[src/adcsq_pkg.sv]
package adcsq_pkg;

  // ==========================================================
  // Register addresses (low 16 bits of the CPU address)
  localparam logic [15:0] ADDR_RESULT_A_HIGH = 16'hFFE0;
  localparam logic [15:0] ADDR_RESULT_A_LOW  = 16'hFFE1;
  localparam logic [15:0] ADDR_RESULT_B_HIGH = 16'hFFE2;
  localparam logic [15:0] ADDR_RESULT_B_LOW  = 16'hFFE3;
  localparam logic [15:0] ADDR_RESULT_C_HIGH = 16'hFFE4;
  localparam logic [15:0] ADDR_RESULT_C_LOW  = 16'hFFE5;
  localparam logic [15:0] ADDR_RESULT_D_HIGH = 16'hFFE6;
  localparam logic [15:0] ADDR_RESULT_D_LOW  = 16'hFFE7;
  localparam logic [15:0] ADDR_CONV_CTRL     = 16'hFFE8;
  localparam logic [15:0] ADDR_TRIG_CTRL     = 16'hFFE9;

  // ==========================================================
  // Reset values
  localparam logic [7:0]  RST_CONV_CTRL      = 8'h00;
  localparam logic [15:0] RST_RESULT         = 16'h0000;
  localparam logic [7:0]  TRIG_RESERVED_ONES = 8'h7F;
  localparam logic        RST_TRIG_ENABLE    = 1'b0;

  // ==========================================================
  // Control/status field positions
  localparam int POS_END_FLAG   = 7;
  localparam int POS_IRQ_ENABLE = 6;
  localparam int POS_GO         = 5;
  localparam int POS_SCAN       = 4;
  localparam int POS_SPEED      = 3;
  localparam int POS_GROUP      = 2;
  localparam int POS_TRIG_EN    = 7;

  // ==========================================================
  // Conversion lengths in states (one state is one clock)
  localparam logic [8:0] STATES_SLOW_FIRST = 9'h10A; // 266
  localparam logic [8:0] STATES_FAST_FIRST = 9'h086; // 134
  localparam logic [8:0] STATES_SLOW_NEXT  = 9'h100; // 256
  localparam logic [8:0] STATES_FAST_NEXT  = 9'h080; // 128

  // Control register viewed as fields
  typedef struct packed {
    logic       end_flag;
    logic       irq_enable;
    logic       go;
    logic       scan;
    logic       speed;
    logic       group;
    logic [1:0] index;
  } adcsq_ctrl_type;

  // Request to the analog core
  typedef struct packed {
    logic       start;
    logic [2:0] input_sel;
    logic [8:0] states;
  } adcsq_core_req_type;

endpackage

[src/adcsq_core.sv]
`timescale 1ns/1ps
module adcsq_core
(
  // Clock and reset
  input  wire logic                         clk,
  input  wire logic                         rst_n,
  input  wire logic                         abort,
  // Request
  input  wire adcsq_pkg::adcsq_core_req_type req,
  // Sampled digital value of each analog input
  input  wire logic [79:0]                  sample_in,
  // Answer
  output logic                              done,
  output logic [9:0]                        result,
  output logic [2:0]                        done_input
);

  logic [8:0] count_reg;
  logic [8:0] count_next;
  logic       busy_reg;
  logic [2:0] sel_reg;
  logic [9:0] pick;
  logic       last;

  // ==========================================================
  // Countdown of the conversion states
  assign last       = busy_reg && (count_reg == 9'h001);
  assign count_next = req.start ? req.states : (count_reg - 9'h001);
  assign pick       = sample_in[sel_reg*10 +: 10];

  // Counter and busy state; abort wins so standby kills a conversion
  always_ff @(posedge clk)
  begin
    if (!rst_n || abort)
    begin
      busy_reg  <= 1'b0;
      count_reg <= 9'h000;
      sel_reg   <= 3'h0;
    end
    else if (req.start)
    begin
      busy_reg  <= 1'b1;
      count_reg <= count_next;
      sel_reg   <= req.input_sel;
    end
    else if (busy_reg)
    begin
      busy_reg  <= !last;
      count_reg <= count_next;
    end
  end

  // Result and done strobe come from flip-flops
  always_ff @(posedge clk)
  begin
    if (!rst_n || abort)
    begin
      done       <= 1'b0;
      result     <= 10'h000;
      done_input <= 3'h0;
    end
    else
    begin
      done <= last && !req.start;
      if (last)
      begin
        result     <= pick;
        done_input <= sel_reg;
      end
    end
  end

endmodule // adcsq_core

[src/adcsq_top.sv]
`timescale 1ns/1ps
// What this block does
// - Result left-justified: eight bits high byte, two bits top of low byte, rest zero.
// - Inputs 0/4 go to A, 1/5 to B, 2/6 to C, 3/7 to D.
// - All result registers clear on reset and on standby.
// - Results readable anytime; high byte direct, low byte from a holding latch.
// - Control/status register clears to zero on reset and standby.
// - End flag sets after single conversion, or after a whole scan pass.
// - End flag clears by writing zero after reading it as one, or on reset, standby or halt.
// - Bit 6 enables the end-of-conversion interrupt request from the flag.
// - Go bit stays one while converting; single mode clears it at the end.
// - Scan mode repeats until go is written zero or standby.
// - External trigger pin can set the go bit like software.
// - Bit 4 selects single mode or scan mode.
// - Bit 3 selects conversion of at most 266 or 134 states.
// - Low three bits pick group and input, or scan length.
// - A module halt input stops the converter to save power.
// - High byte read captures low byte into latch for the next low read.
// - Trigger enable bit 7 lets a falling pin edge start conversion.
// - Each scan restart begins at the group's first input.
// - Later scan conversions take 256 or 128 states.
module adcsq_top
(
  // Clock and reset
  input  wire logic        SYS_CLK,
  input  wire logic        RST_N,
  // Power control
  input  wire logic        STANDBY,
  input  wire logic        MODULE_HALT,
  // CPU byte bus
  input  wire logic [15:0] CPU_ADDR,
  input  wire logic        CPU_RD,
  input  wire logic        CPU_WR,
  input  wire logic [7:0]  CPU_WDATA,
  output logic [7:0]       CPU_RDATA,
  // Trigger pin and sampled analog inputs
  input  wire logic        EXTERNAL_START_PIN_N,
  input  wire logic [79:0] ANALOG_SAMPLES,
  // Interrupt request
  output logic             END_OF_CONVERSION_IRQ
);

  adcsq_pkg::adcsq_ctrl_type     ctrl_reg;
  adcsq_pkg::adcsq_ctrl_type     ctrl_next;
  adcsq_pkg::adcsq_core_req_type core_req;
  logic [15:0] result_reg [4];
  logic [7:0]  hold_reg;
  logic        trig_en_reg;
  logic        flag_seen_reg;
  logic        pin_meta_reg;
  logic        pin_sync_reg;
  logic        pin_prev_reg;
  logic        first_conv_reg;
  logic [1:0]  scan_pos_reg;
  logic [1:0]  scan_pos_next;
  logic        core_done;
  logic [9:0]  core_result;
  logic [2:0]  core_input;
  logic        clear_all;
  logic        wr_ctrl;
  logic        wr_trig;
  logic        rd_ctrl;
  logic        rd_high;
  logic        rd_low;
  logic [1:0]  rd_slot;
  logic        pin_fall;
  logic        go_set;
  logic        go_start;
  logic        go_stop;
  logic        pass_end;
  logic        scan_cont;
  logic        flag_clear;
  logic [7:0]  rdata_next;

  typedef enum logic [0:0] {IDLE, RUN} adcsq_state_type;
  adcsq_state_type state_reg;
  adcsq_state_type state_next;

  // Decode of a byte address inside the result window
  function automatic logic in_result(input logic [15:0] a);
    in_result = (a >= adcsq_pkg::ADDR_RESULT_A_HIGH) && (a <= adcsq_pkg::ADDR_RESULT_D_LOW);
  endfunction

  // ==========================================================
  // Bus decode
  assign clear_all = STANDBY || MODULE_HALT;
  assign wr_ctrl   = CPU_WR && (CPU_ADDR == adcsq_pkg::ADDR_CONV_CTRL);
  assign wr_trig   = CPU_WR && (CPU_ADDR == adcsq_pkg::ADDR_TRIG_CTRL);
  assign rd_ctrl   = CPU_RD && (CPU_ADDR == adcsq_pkg::ADDR_CONV_CTRL);
  assign rd_high   = CPU_RD && in_result(CPU_ADDR) && !CPU_ADDR[0];
  assign rd_low    = CPU_RD && in_result(CPU_ADDR) && CPU_ADDR[0];
  assign rd_slot   = CPU_ADDR[2:1];

  // ==========================================================
  // Trigger pin: two-stage sync, then falling-edge detect
  always_ff @(posedge SYS_CLK)
  begin
    if (!RST_N)
    begin
      pin_meta_reg <= 1'b1;
      pin_sync_reg <= 1'b1;
      pin_prev_reg <= 1'b1;
    end
    else
    begin
      pin_meta_reg <= EXTERNAL_START_PIN_N;
      pin_sync_reg <= pin_meta_reg;
      pin_prev_reg <= pin_sync_reg;
    end
  end

  assign pin_fall = trig_en_reg && pin_prev_reg && !pin_sync_reg;

  // ==========================================================
  // Go bit control and scan stepping
  // pin sets go
  assign go_set   = pin_fall || (wr_ctrl && CPU_WDATA[adcsq_pkg::POS_GO]);
  // A set from idle or a rising go begins a fresh pass
  assign go_start = go_set && !ctrl_reg.go;
  assign go_stop  = wr_ctrl && !CPU_WDATA[adcsq_pkg::POS_GO] && !pin_fall;
  assign pass_end  = core_done && (!ctrl_reg.scan || (scan_pos_reg == ctrl_reg.index));
  assign scan_cont = core_done && ctrl_reg.scan && ctrl_reg.go && !go_stop;
  assign scan_pos_next = (go_start || pass_end) ? 2'b00 : scan_pos_reg + 2'b01;

  // State machine: idle until go, run while converting
  always_comb
  begin
    state_next = state_reg;
    case (state_reg)
      IDLE:
        if (go_start)
          state_next = RUN;
      RUN:
        if (go_stop || (core_done && !ctrl_reg.scan))
          state_next = IDLE;
      default:
        state_next = IDLE;
    endcase
  end

  // Core request: first start from go, then chained starts in scan
  // mode and input select
  assign core_req.start     = ((state_reg == IDLE) && go_start) || scan_cont;
  assign core_req.input_sel = {ctrl_next.group,
                               ctrl_next.scan ? (scan_cont ? scan_pos_next : 2'b00)
                                              : ctrl_next.index};
  // speed select, later scan conversions are shorter
  assign core_req.states = scan_cont ?
         (ctrl_reg.speed ? adcsq_pkg::STATES_FAST_NEXT : adcsq_pkg::STATES_SLOW_NEXT) :
         (ctrl_next.speed ? adcsq_pkg::STATES_FAST_FIRST : adcsq_pkg::STATES_SLOW_FIRST);

  // ==========================================================
  // Control/status next value
  // clear needs prior read of one; set wins
  assign flag_clear = wr_ctrl && !CPU_WDATA[adcsq_pkg::POS_END_FLAG] && flag_seen_reg;

  always_comb
  begin
    ctrl_next = ctrl_reg;
    if (wr_ctrl)
    begin
      ctrl_next.irq_enable = CPU_WDATA[adcsq_pkg::POS_IRQ_ENABLE];
      ctrl_next.scan       = CPU_WDATA[adcsq_pkg::POS_SCAN];
      ctrl_next.speed      = CPU_WDATA[adcsq_pkg::POS_SPEED];
      ctrl_next.group      = CPU_WDATA[adcsq_pkg::POS_GROUP];
      ctrl_next.index      = CPU_WDATA[1:0];
      ctrl_next.go         = CPU_WDATA[adcsq_pkg::POS_GO];
    end
    // single mode clears go at end
    if (core_done && !ctrl_reg.scan && !go_set)
      ctrl_next.go = 1'b0;
    if (pin_fall)
      ctrl_next.go = 1'b1;
    if (flag_clear)
      ctrl_next.end_flag = 1'b0;
    // flag on single end or full pass
    if (pass_end)
      ctrl_next.end_flag = 1'b1;
  end

  // control cleared on reset and standby; halt too
  always_ff @(posedge SYS_CLK)
  begin
    if (!RST_N || clear_all)
    begin
      ctrl_reg      <= adcsq_pkg::RST_CONV_CTRL;
      trig_en_reg   <= adcsq_pkg::RST_TRIG_ENABLE;
      state_reg     <= IDLE;
      scan_pos_reg  <= 2'b00;
      flag_seen_reg <= 1'b0;
    end
    else
    begin
      ctrl_reg     <= ctrl_next;
      state_reg    <= state_next;
      if (wr_trig)
        trig_en_reg <= CPU_WDATA[adcsq_pkg::POS_TRIG_EN];
      if (core_req.start || pass_end)
        scan_pos_reg <= core_req.start ? core_req.input_sel[1:0] : 2'b00;
      // Remember a read of the flag as one until the next write
      if (rd_ctrl && ctrl_reg.end_flag)
        flag_seen_reg <= 1'b1;
      else if (wr_ctrl || !ctrl_next.end_flag)
        flag_seen_reg <= 1'b0;
    end
  end

  // ==========================================================
  // Result registers, one per input pair
  // cleared on reset and standby
  generate
    for (genvar i = 0; i < 4; i++)
    begin : g_result
      always_ff @(posedge SYS_CLK)
      begin
        if (!RST_N || clear_all)
          result_reg[i] <= adcsq_pkg::RST_RESULT;
        else if (core_done && (core_input[1:0] == 2'(i)))
          result_reg[i] <= {core_result, 6'h00};
      end
    end
  endgenerate

  // ==========================================================
  // Read path: data from flip-flops, one cycle after the read strobe
  // high byte direct, low byte from latch
  always_comb
  begin
    rdata_next = 8'h00;
    if (rd_high)
      rdata_next = result_reg[rd_slot][15:8];
    else if (rd_low)
      rdata_next = hold_reg;
    else if (rd_ctrl)
      rdata_next = ctrl_reg;
    else if (CPU_RD && (CPU_ADDR == adcsq_pkg::ADDR_TRIG_CTRL))
      rdata_next = {trig_en_reg, adcsq_pkg::TRIG_RESERVED_ONES[6:0]};
  end

  // Holding latch and read data register
  always_ff @(posedge SYS_CLK)
  begin
    if (!RST_N)
    begin
      hold_reg  <= 8'h00;
      CPU_RDATA <= 8'h00;
    end
    else
    begin
      CPU_RDATA <= rdata_next;
      if (rd_high)
        hold_reg <= result_reg[rd_slot][7:0];
    end
  end

  always_ff @(posedge SYS_CLK)
  begin
    if (!RST_N)
      END_OF_CONVERSION_IRQ <= 1'b0;
    else
      END_OF_CONVERSION_IRQ <= ctrl_next.end_flag && ctrl_next.irq_enable && !clear_all;
  end

  // ==========================================================
  // analog core sub-module
  adcsq_core u_core
  (
    .clk        (SYS_CLK),
    .rst_n      (RST_N),
    .abort      (clear_all || go_stop),
    .req        (core_req),
    .sample_in  (ANALOG_SAMPLES),
    .done       (core_done),
    .result     (core_result),
    .done_input (core_input)
  );

endmodule // adcsq_top

[config.mk]
export PLATFORM = sky130hd
export DESIGN_NAME = adcsq_top
export DESIGN_NICKNAME = d
export VERILOG_FILES = /design/src/adcsq_pkg.sv /design/src/adcsq_core.sv /design/src/adcsq_top.sv
export SDC_FILE = /design/constraint.sdc
export NUM_CORES = 1
export LEC_CHECK = 0
export ABC_AREA = 1
export BUFFER_PORTS_ARGS = -buffer_cell sky130_fd_sc_hd__buf_4
export CAP_MARGIN = 20
export CORE_MARGIN = 8
export CORE_UTILIZATION = 55
export DETAILED_ROUTE_END_ITERATION = 12
export PLACE_DENSITY = 0.81
export SLEW_MARGIN = 20
export SYNTH_ARGS = -nofsm -noshare
export SYNTH_HDL_FRONTEND = slang
export SYNTH_HIERARCHICAL = 1
export SYNTH_SLANG_ARGS = --single-unit
[constraint.sdc]
create_clock -name SYS_CLK -period 2.6 [get_ports SYS_CLK]
set_input_delay 0.52 -clock SYS_CLK [delete_from_list [all_inputs] [get_ports SYS_CLK]]
set_output_delay 0.52 -clock SYS_CLK [all_outputs]
set_load 0.005 [all_outputs]
Word level (Yosys, flattened, before mapping)
Memory sizes are Yosys's and may differ from the RTL's.
Cells that the tools add are included.
- register bits after elaboration: 59
- memory bits (writable): 40
- input bits: 111
- output and inout port bits: 9
- logic and storage cells: 147
- memories kept: 1
- add/subtract/negate cells: 2
- multiply operators: 1
- $lt $le $gt $ge: 2
- eq/ne operators: 7
- shift-type cells: 1
- mux-type cells: 44
- bitwise logic cells: 5
- reduce and logical (&&, ||, !) cells: 61
- memories (name ; depth ; bits a word ; rd ports ; clocked after memory_dff ; wr ports ; RTL line ; RTL):
    result_reg ; 4 ; 10 ; 1 ; 0 ; 4 ; adcsq_top.sv:46 ; logic [15:0] result_reg [4];
- operators by type and width (operator ; count):
    $shiftx A80 B8 Y10 ; 1
    $mux W9 ; 6
    $mux W10 ; 4
    $eq A16 B16 Y1 const B ; 2
    $logic_and A1 B1 Y1 ; 32
    $mux W8 ; 4
    $mux W1 ; 24
    $ge A16 B16 Y1 const B ; 1
    $le A16 B16 Y1 const B ; 1
    $logic_not A1 Y1 ; 14
    $logic_or A1 B1 Y1 ; 11
    $eq A9 B1 Y1 const B ; 1
    $sub A9 B1 Y9 const B ; 1
    $mux W2 ; 4
    $mux W7 ; 1
    $mul A3 B3 Y6 const B ; 1
    $eq A2 B2 Y1 const B ; 2
    $or A1 B1 Y1 ; 4
    $reduce_bool A2 Y1 ; 2
    $reduce_bool A3 Y1 ; 1
    $add A2 B1 Y2 const B ; 1
    $eq A2 B1 Y1 const B ; 1
    $eq A2 B2 Y1 ; 1
    $logic_not A2 Y1 ; 1
    2 further kinds ; 2

Logic depth before layout (Yosys ltp)
- depth in word-level cells: 10
- depth in mapped cells: 16
- depth with buffers taken out: 14

Hierarchy
The synthesis kept the hierarchy.
- by module, submodules not included (module ; times used ; cells an instance ; area an instance (µm²)):
    adcsq_top ; 1 ; 357 ; 3136.8
    adcsq_core ; 1 ; 400 ; 2270.9

Worst setup path before layout
Ideal clock, no wire load.
- path kind: input to register
- start: input port CPU_ADDR[2]
- end: register u_core.count_reg[2]
- library setup time: 0.058 ns
- arrival: 2.037 ns
- setup slack: 0.506 ns
- cell stages on the path: 15
- path buffers: 2
- cell sequence: buf_6 > inv_6 > nand2_4 > nor2_4 > nand2_4 > nor2_8 > nand4_2 > nand2_4 > nand2_4 > buf_2 > nor2_2 > inv_1 > o21ai_0 > o21ai_0 > inv_1
- RTL lines (element ; RTL line ; RTL):
    from (decl) ; adcsq_top.sv:31 ; input wire logic [15:0] CPU_ADDR,
    to (signal assigned) ; adcsq_core.sv:43 ; count_reg <= count_next;
    to (signal assigned) ; adcsq_core.sv:49 ; count_reg <= count_next;
    to (decl) ; adcsq_core.sv:18 ; logic [8:0] count_reg;

Final worst setup path
- start: input port CPU_ADDR[1]
- end: register u_core.result[0]
- cells in the longest elaborated chain, start to end: 6
- RTL lines (element ; RTL line ; RTL):
    $eq A16 B16 Y1 ; adcsq_top.sv:87 ; assign wr_ctrl = CPU_WR && (CPU_ADDR == adcsq_pkg::ADDR_CONV_CTRL);
    $logic_and A1 B1 Y1 ; adcsq_top.sv:87 ;
    $logic_and A1 B1 Y1 (2 in series) ; adcsq_top.sv:120 ; assign go_stop = wr_ctrl && !CPU_WDATA[adcsq_pkg::POS_GO] && !pin_fall;
    $logic_or A1 B1 Y1 ; adcsq_top.sv:270 ; .abort (clear_all || go_stop),
    $logic_or A1 B1 Y1 ; adcsq_core.sv:56 ; if (!rst_n || abort)
    to (signal assigned) ; adcsq_core.sv:67 ; result <= pick;
    to (decl) ; adcsq_core.sv:14 ; output logic [9:0] result,
Every way passes these cells.
A chain may end at the register's enable or synchronous reset.

==> impl_metrics.yaml <==
critical_path:
  cp-end-kind: "flip-flop"
  timing.critical_path.arrival_ps: 2540
  crit_path_max_fanout: 20
  worst_setup_path_start_kind: "input pin"
  regToRegStartpoint: "trig_en_reg"
  r2r_cells: 7
  worstPathRequired_ps: 2890
  critPathKind: "in -> reg"
  worst-r2r-setup-slack_ps: 490
  r2r_end: "u_core/result[0]"
routing:
  ant_nets: 0
  remaining_drcs: 0
  drt_pre_antenna_iters: 5
  avgRoutedWirePerCell_microns: 13.81
  num_vias: 5179
  avgViaCountPerCell: 5.153
  drt_iter0_drc: 388
  routed_wl_mm: 13.88
floorplan:
  design.die.area_sq_mm: 0.01319
  die_height_microns: 114.9
  initial_utilization_pct: 55.76
  die_w_microns: 114.9
  placement_row_count: 36
  design.portCount: 120
  core_area_sq_mm: 0.009639
placement:
  detailed_place_hpwl_mm: 10.75
  place_inst: 989
  io_buffers: 119
  gp_routability_congestion: 0.8926
  dpl_cell_area_sq_mm: 0.006394
pwr:
  power.clock.fraction_pct: 33.6
  cellLeakagePower_nw: 3.077
  worst_ir_drop_vdd_v: 0.0003237
  cellInternalPower_mw: 2.092
  switching_share_pct: 23.67
  seqPwrFrac_pct: 56.4
  power-per-cell-area_mw_per_mm2: 416.6
  power.switching_mw: 0.6488
  pwr-share-comb_pct: 10.0
layout:
  drive_above_1_share_pct: 22.48
  nets: 980
  multi_input_area_sq_mm: 0.002432
  final_util_pct: 68.26
  post-route-cell-area_sq_mm: 0.006580
  syn_to_final_growth_pct: 22.42
  largest_register_ffs: 40
  antenna_fix_cells: 0
  seq_area_sq_mm: 0.002262
  final.fill_count: 840
  finish.cell_count_without_fillers: 1005
cts:
  hold_buffers: 0
  clk_transition_reported_paths_ps: 100
  cts_num_sinks: 93
  clock-root-buffer: "sky130_fd_sc_hd__clkbuf_8"
  ctsHtreeMaxLevel: 3
  clock_latency_ps: 360
  cts_resized: 0
  postCtsSetupBuffers: 0
  number_of_buffers_created_by_cts: 9
  maximum_root_to_sink_buffer_count: 2
  cts_tree: "yes"
global_route:
  tot_gr_track_use_pct: 21.35
  grt_start_max_net_pins: 42
  grt_pass1_vias: 5170
  number_of_antenna_violations_at_the_first_check_in_global_routing: 0
  grt_overflow_total: 0
  grt_first_pass_wirelength_mm: 23.01
timing:
  report.final.slew_viol_count: 0
  hold_violations: 0
  hold_ws_ps: 341.4
  rsz0062_at_grt: "false"
  worst_slew_margin_rel_pct: 50.09
  max_slew.worst_pin.slew_ps: 745.8
  maxClockFrequency_mhz: 443.0
  layout_min_cycle_time_ps: 2257
  worst_clock_skew_ps: 9.708
  finalSetupViolCount: 0
  layout_worst_path_cycle_share_pct: 86.82
  fin_setup_tns_ps: 0
min_path:
  holdPathStages: 2
  hold_end: "pin_meta_reg"
  worst_hold_path_type: "in -> reg"
  min_from: "EXTERNAL_START_PIN_N"
logic_synthesis:
  synth_cell_area_sq_mm: 0.005375
  synth_cells: 753
  warnings_synthesis: 6
  avg_cell_area_syn_sq_um: 7.138
run_status:
  outcome: "complete, no violations"
job:
  drv.max_cap_violation_count: 0
==> stage by stage <==
step                      setup WS (ps)  power (mW)
after detailed placement         -13.48       1.852
after global placement            131.7       1.845
after global routing              159.2       2.844
after CTS                         354.2       2.755
final                             342.6       2.741
after floorplan                   506.2       1.687
==> per-layer routing <==
metal  share of wire [%]  track usage, %
met2                  48           36.36
met3                 7.1           4.622
met1                  42           26.06
met4                 2.2           7.443
met5                   0               0
==> critical path, stage by stage <==
cell	delay, ps
sky130_fd_sc_hd__buf_4	210
sky130_fd_sc_hd__inv_1	90
sky130_fd_sc_hd__nand2_1	110
sky130_fd_sc_hd__nor2_4	50
sky130_fd_sc_hd__nand2_4	70
sky130_fd_sc_hd__nor2_8	50
sky130_fd_sc_hd__nand4_2	120
sky130_fd_sc_hd__nand2_1	70
sky130_fd_sc_hd__nor2_1	580
sky130_fd_sc_hd__inv_1	290
sky130_fd_sc_hd__buf_4	270
sky130_fd_sc_hd__a21oi_1	130
==> layout make-up <==
type / instances / share of cell area (%)
multi-input combinational: 487 / 36.97
clock buffer: 9 / 1.882
sequential: 93 / 34.38
tap: 133 / 2.529
clock inverter: 7 / 0.9508
timing repair buffer: 131 / 14.95
inverter: 145 / 8.348
==> cell usage in the layout (no fill, tap or decap), drive strengths merged, types with 2 or more instances in the layout <==
cell type and count:
nand2 177, inv 147, buf 131, nand3 95, nor2 85, dfxtp 53, edfxtp 40, o21ai 37
a21oi 37, nand4 10, clkbuf 9, nor3 7, a31oi 5, o22ai 5, or2 4, conb 4
o31ai 4, clkinv 3, o21a 2, xor2 2, nor4 2, a211oi 2, a22oi 2, ha 2
==> power groups by stage <==
stage                     clock (mW)  combinational (mW)  sequential [mW]
final                          0.921               0.275             1.55
after global placement             0               0.267             1.58
after detailed placement           0               0.273             1.58
after CTS                      0.936               0.274             1.55
after global routing           0.993               0.303             1.55
after floorplan                    0               0.110             1.58
==> worst max-delay path by stage <==
stage               cells past startpoint   startpoint  slack (ps)                to
finish                                 12  CPU_ADDR[1]         340  u_core/result[0]
global route                           12  CPU_ADDR[1]         160  u_core/result[1]
CTS                                    12  CPU_ADDR[1]         350  u_core/result[0]
detailed placement                     12  CPU_ADDR[1]         -10  u_core/result[0]
global placement                       12  CPU_ADDR[1]         130  u_core/result[0]
floorplan                              13  CPU_ADDR[2]         510       u_core/done
Note: power is estimated with default switching activity, not from simulation.
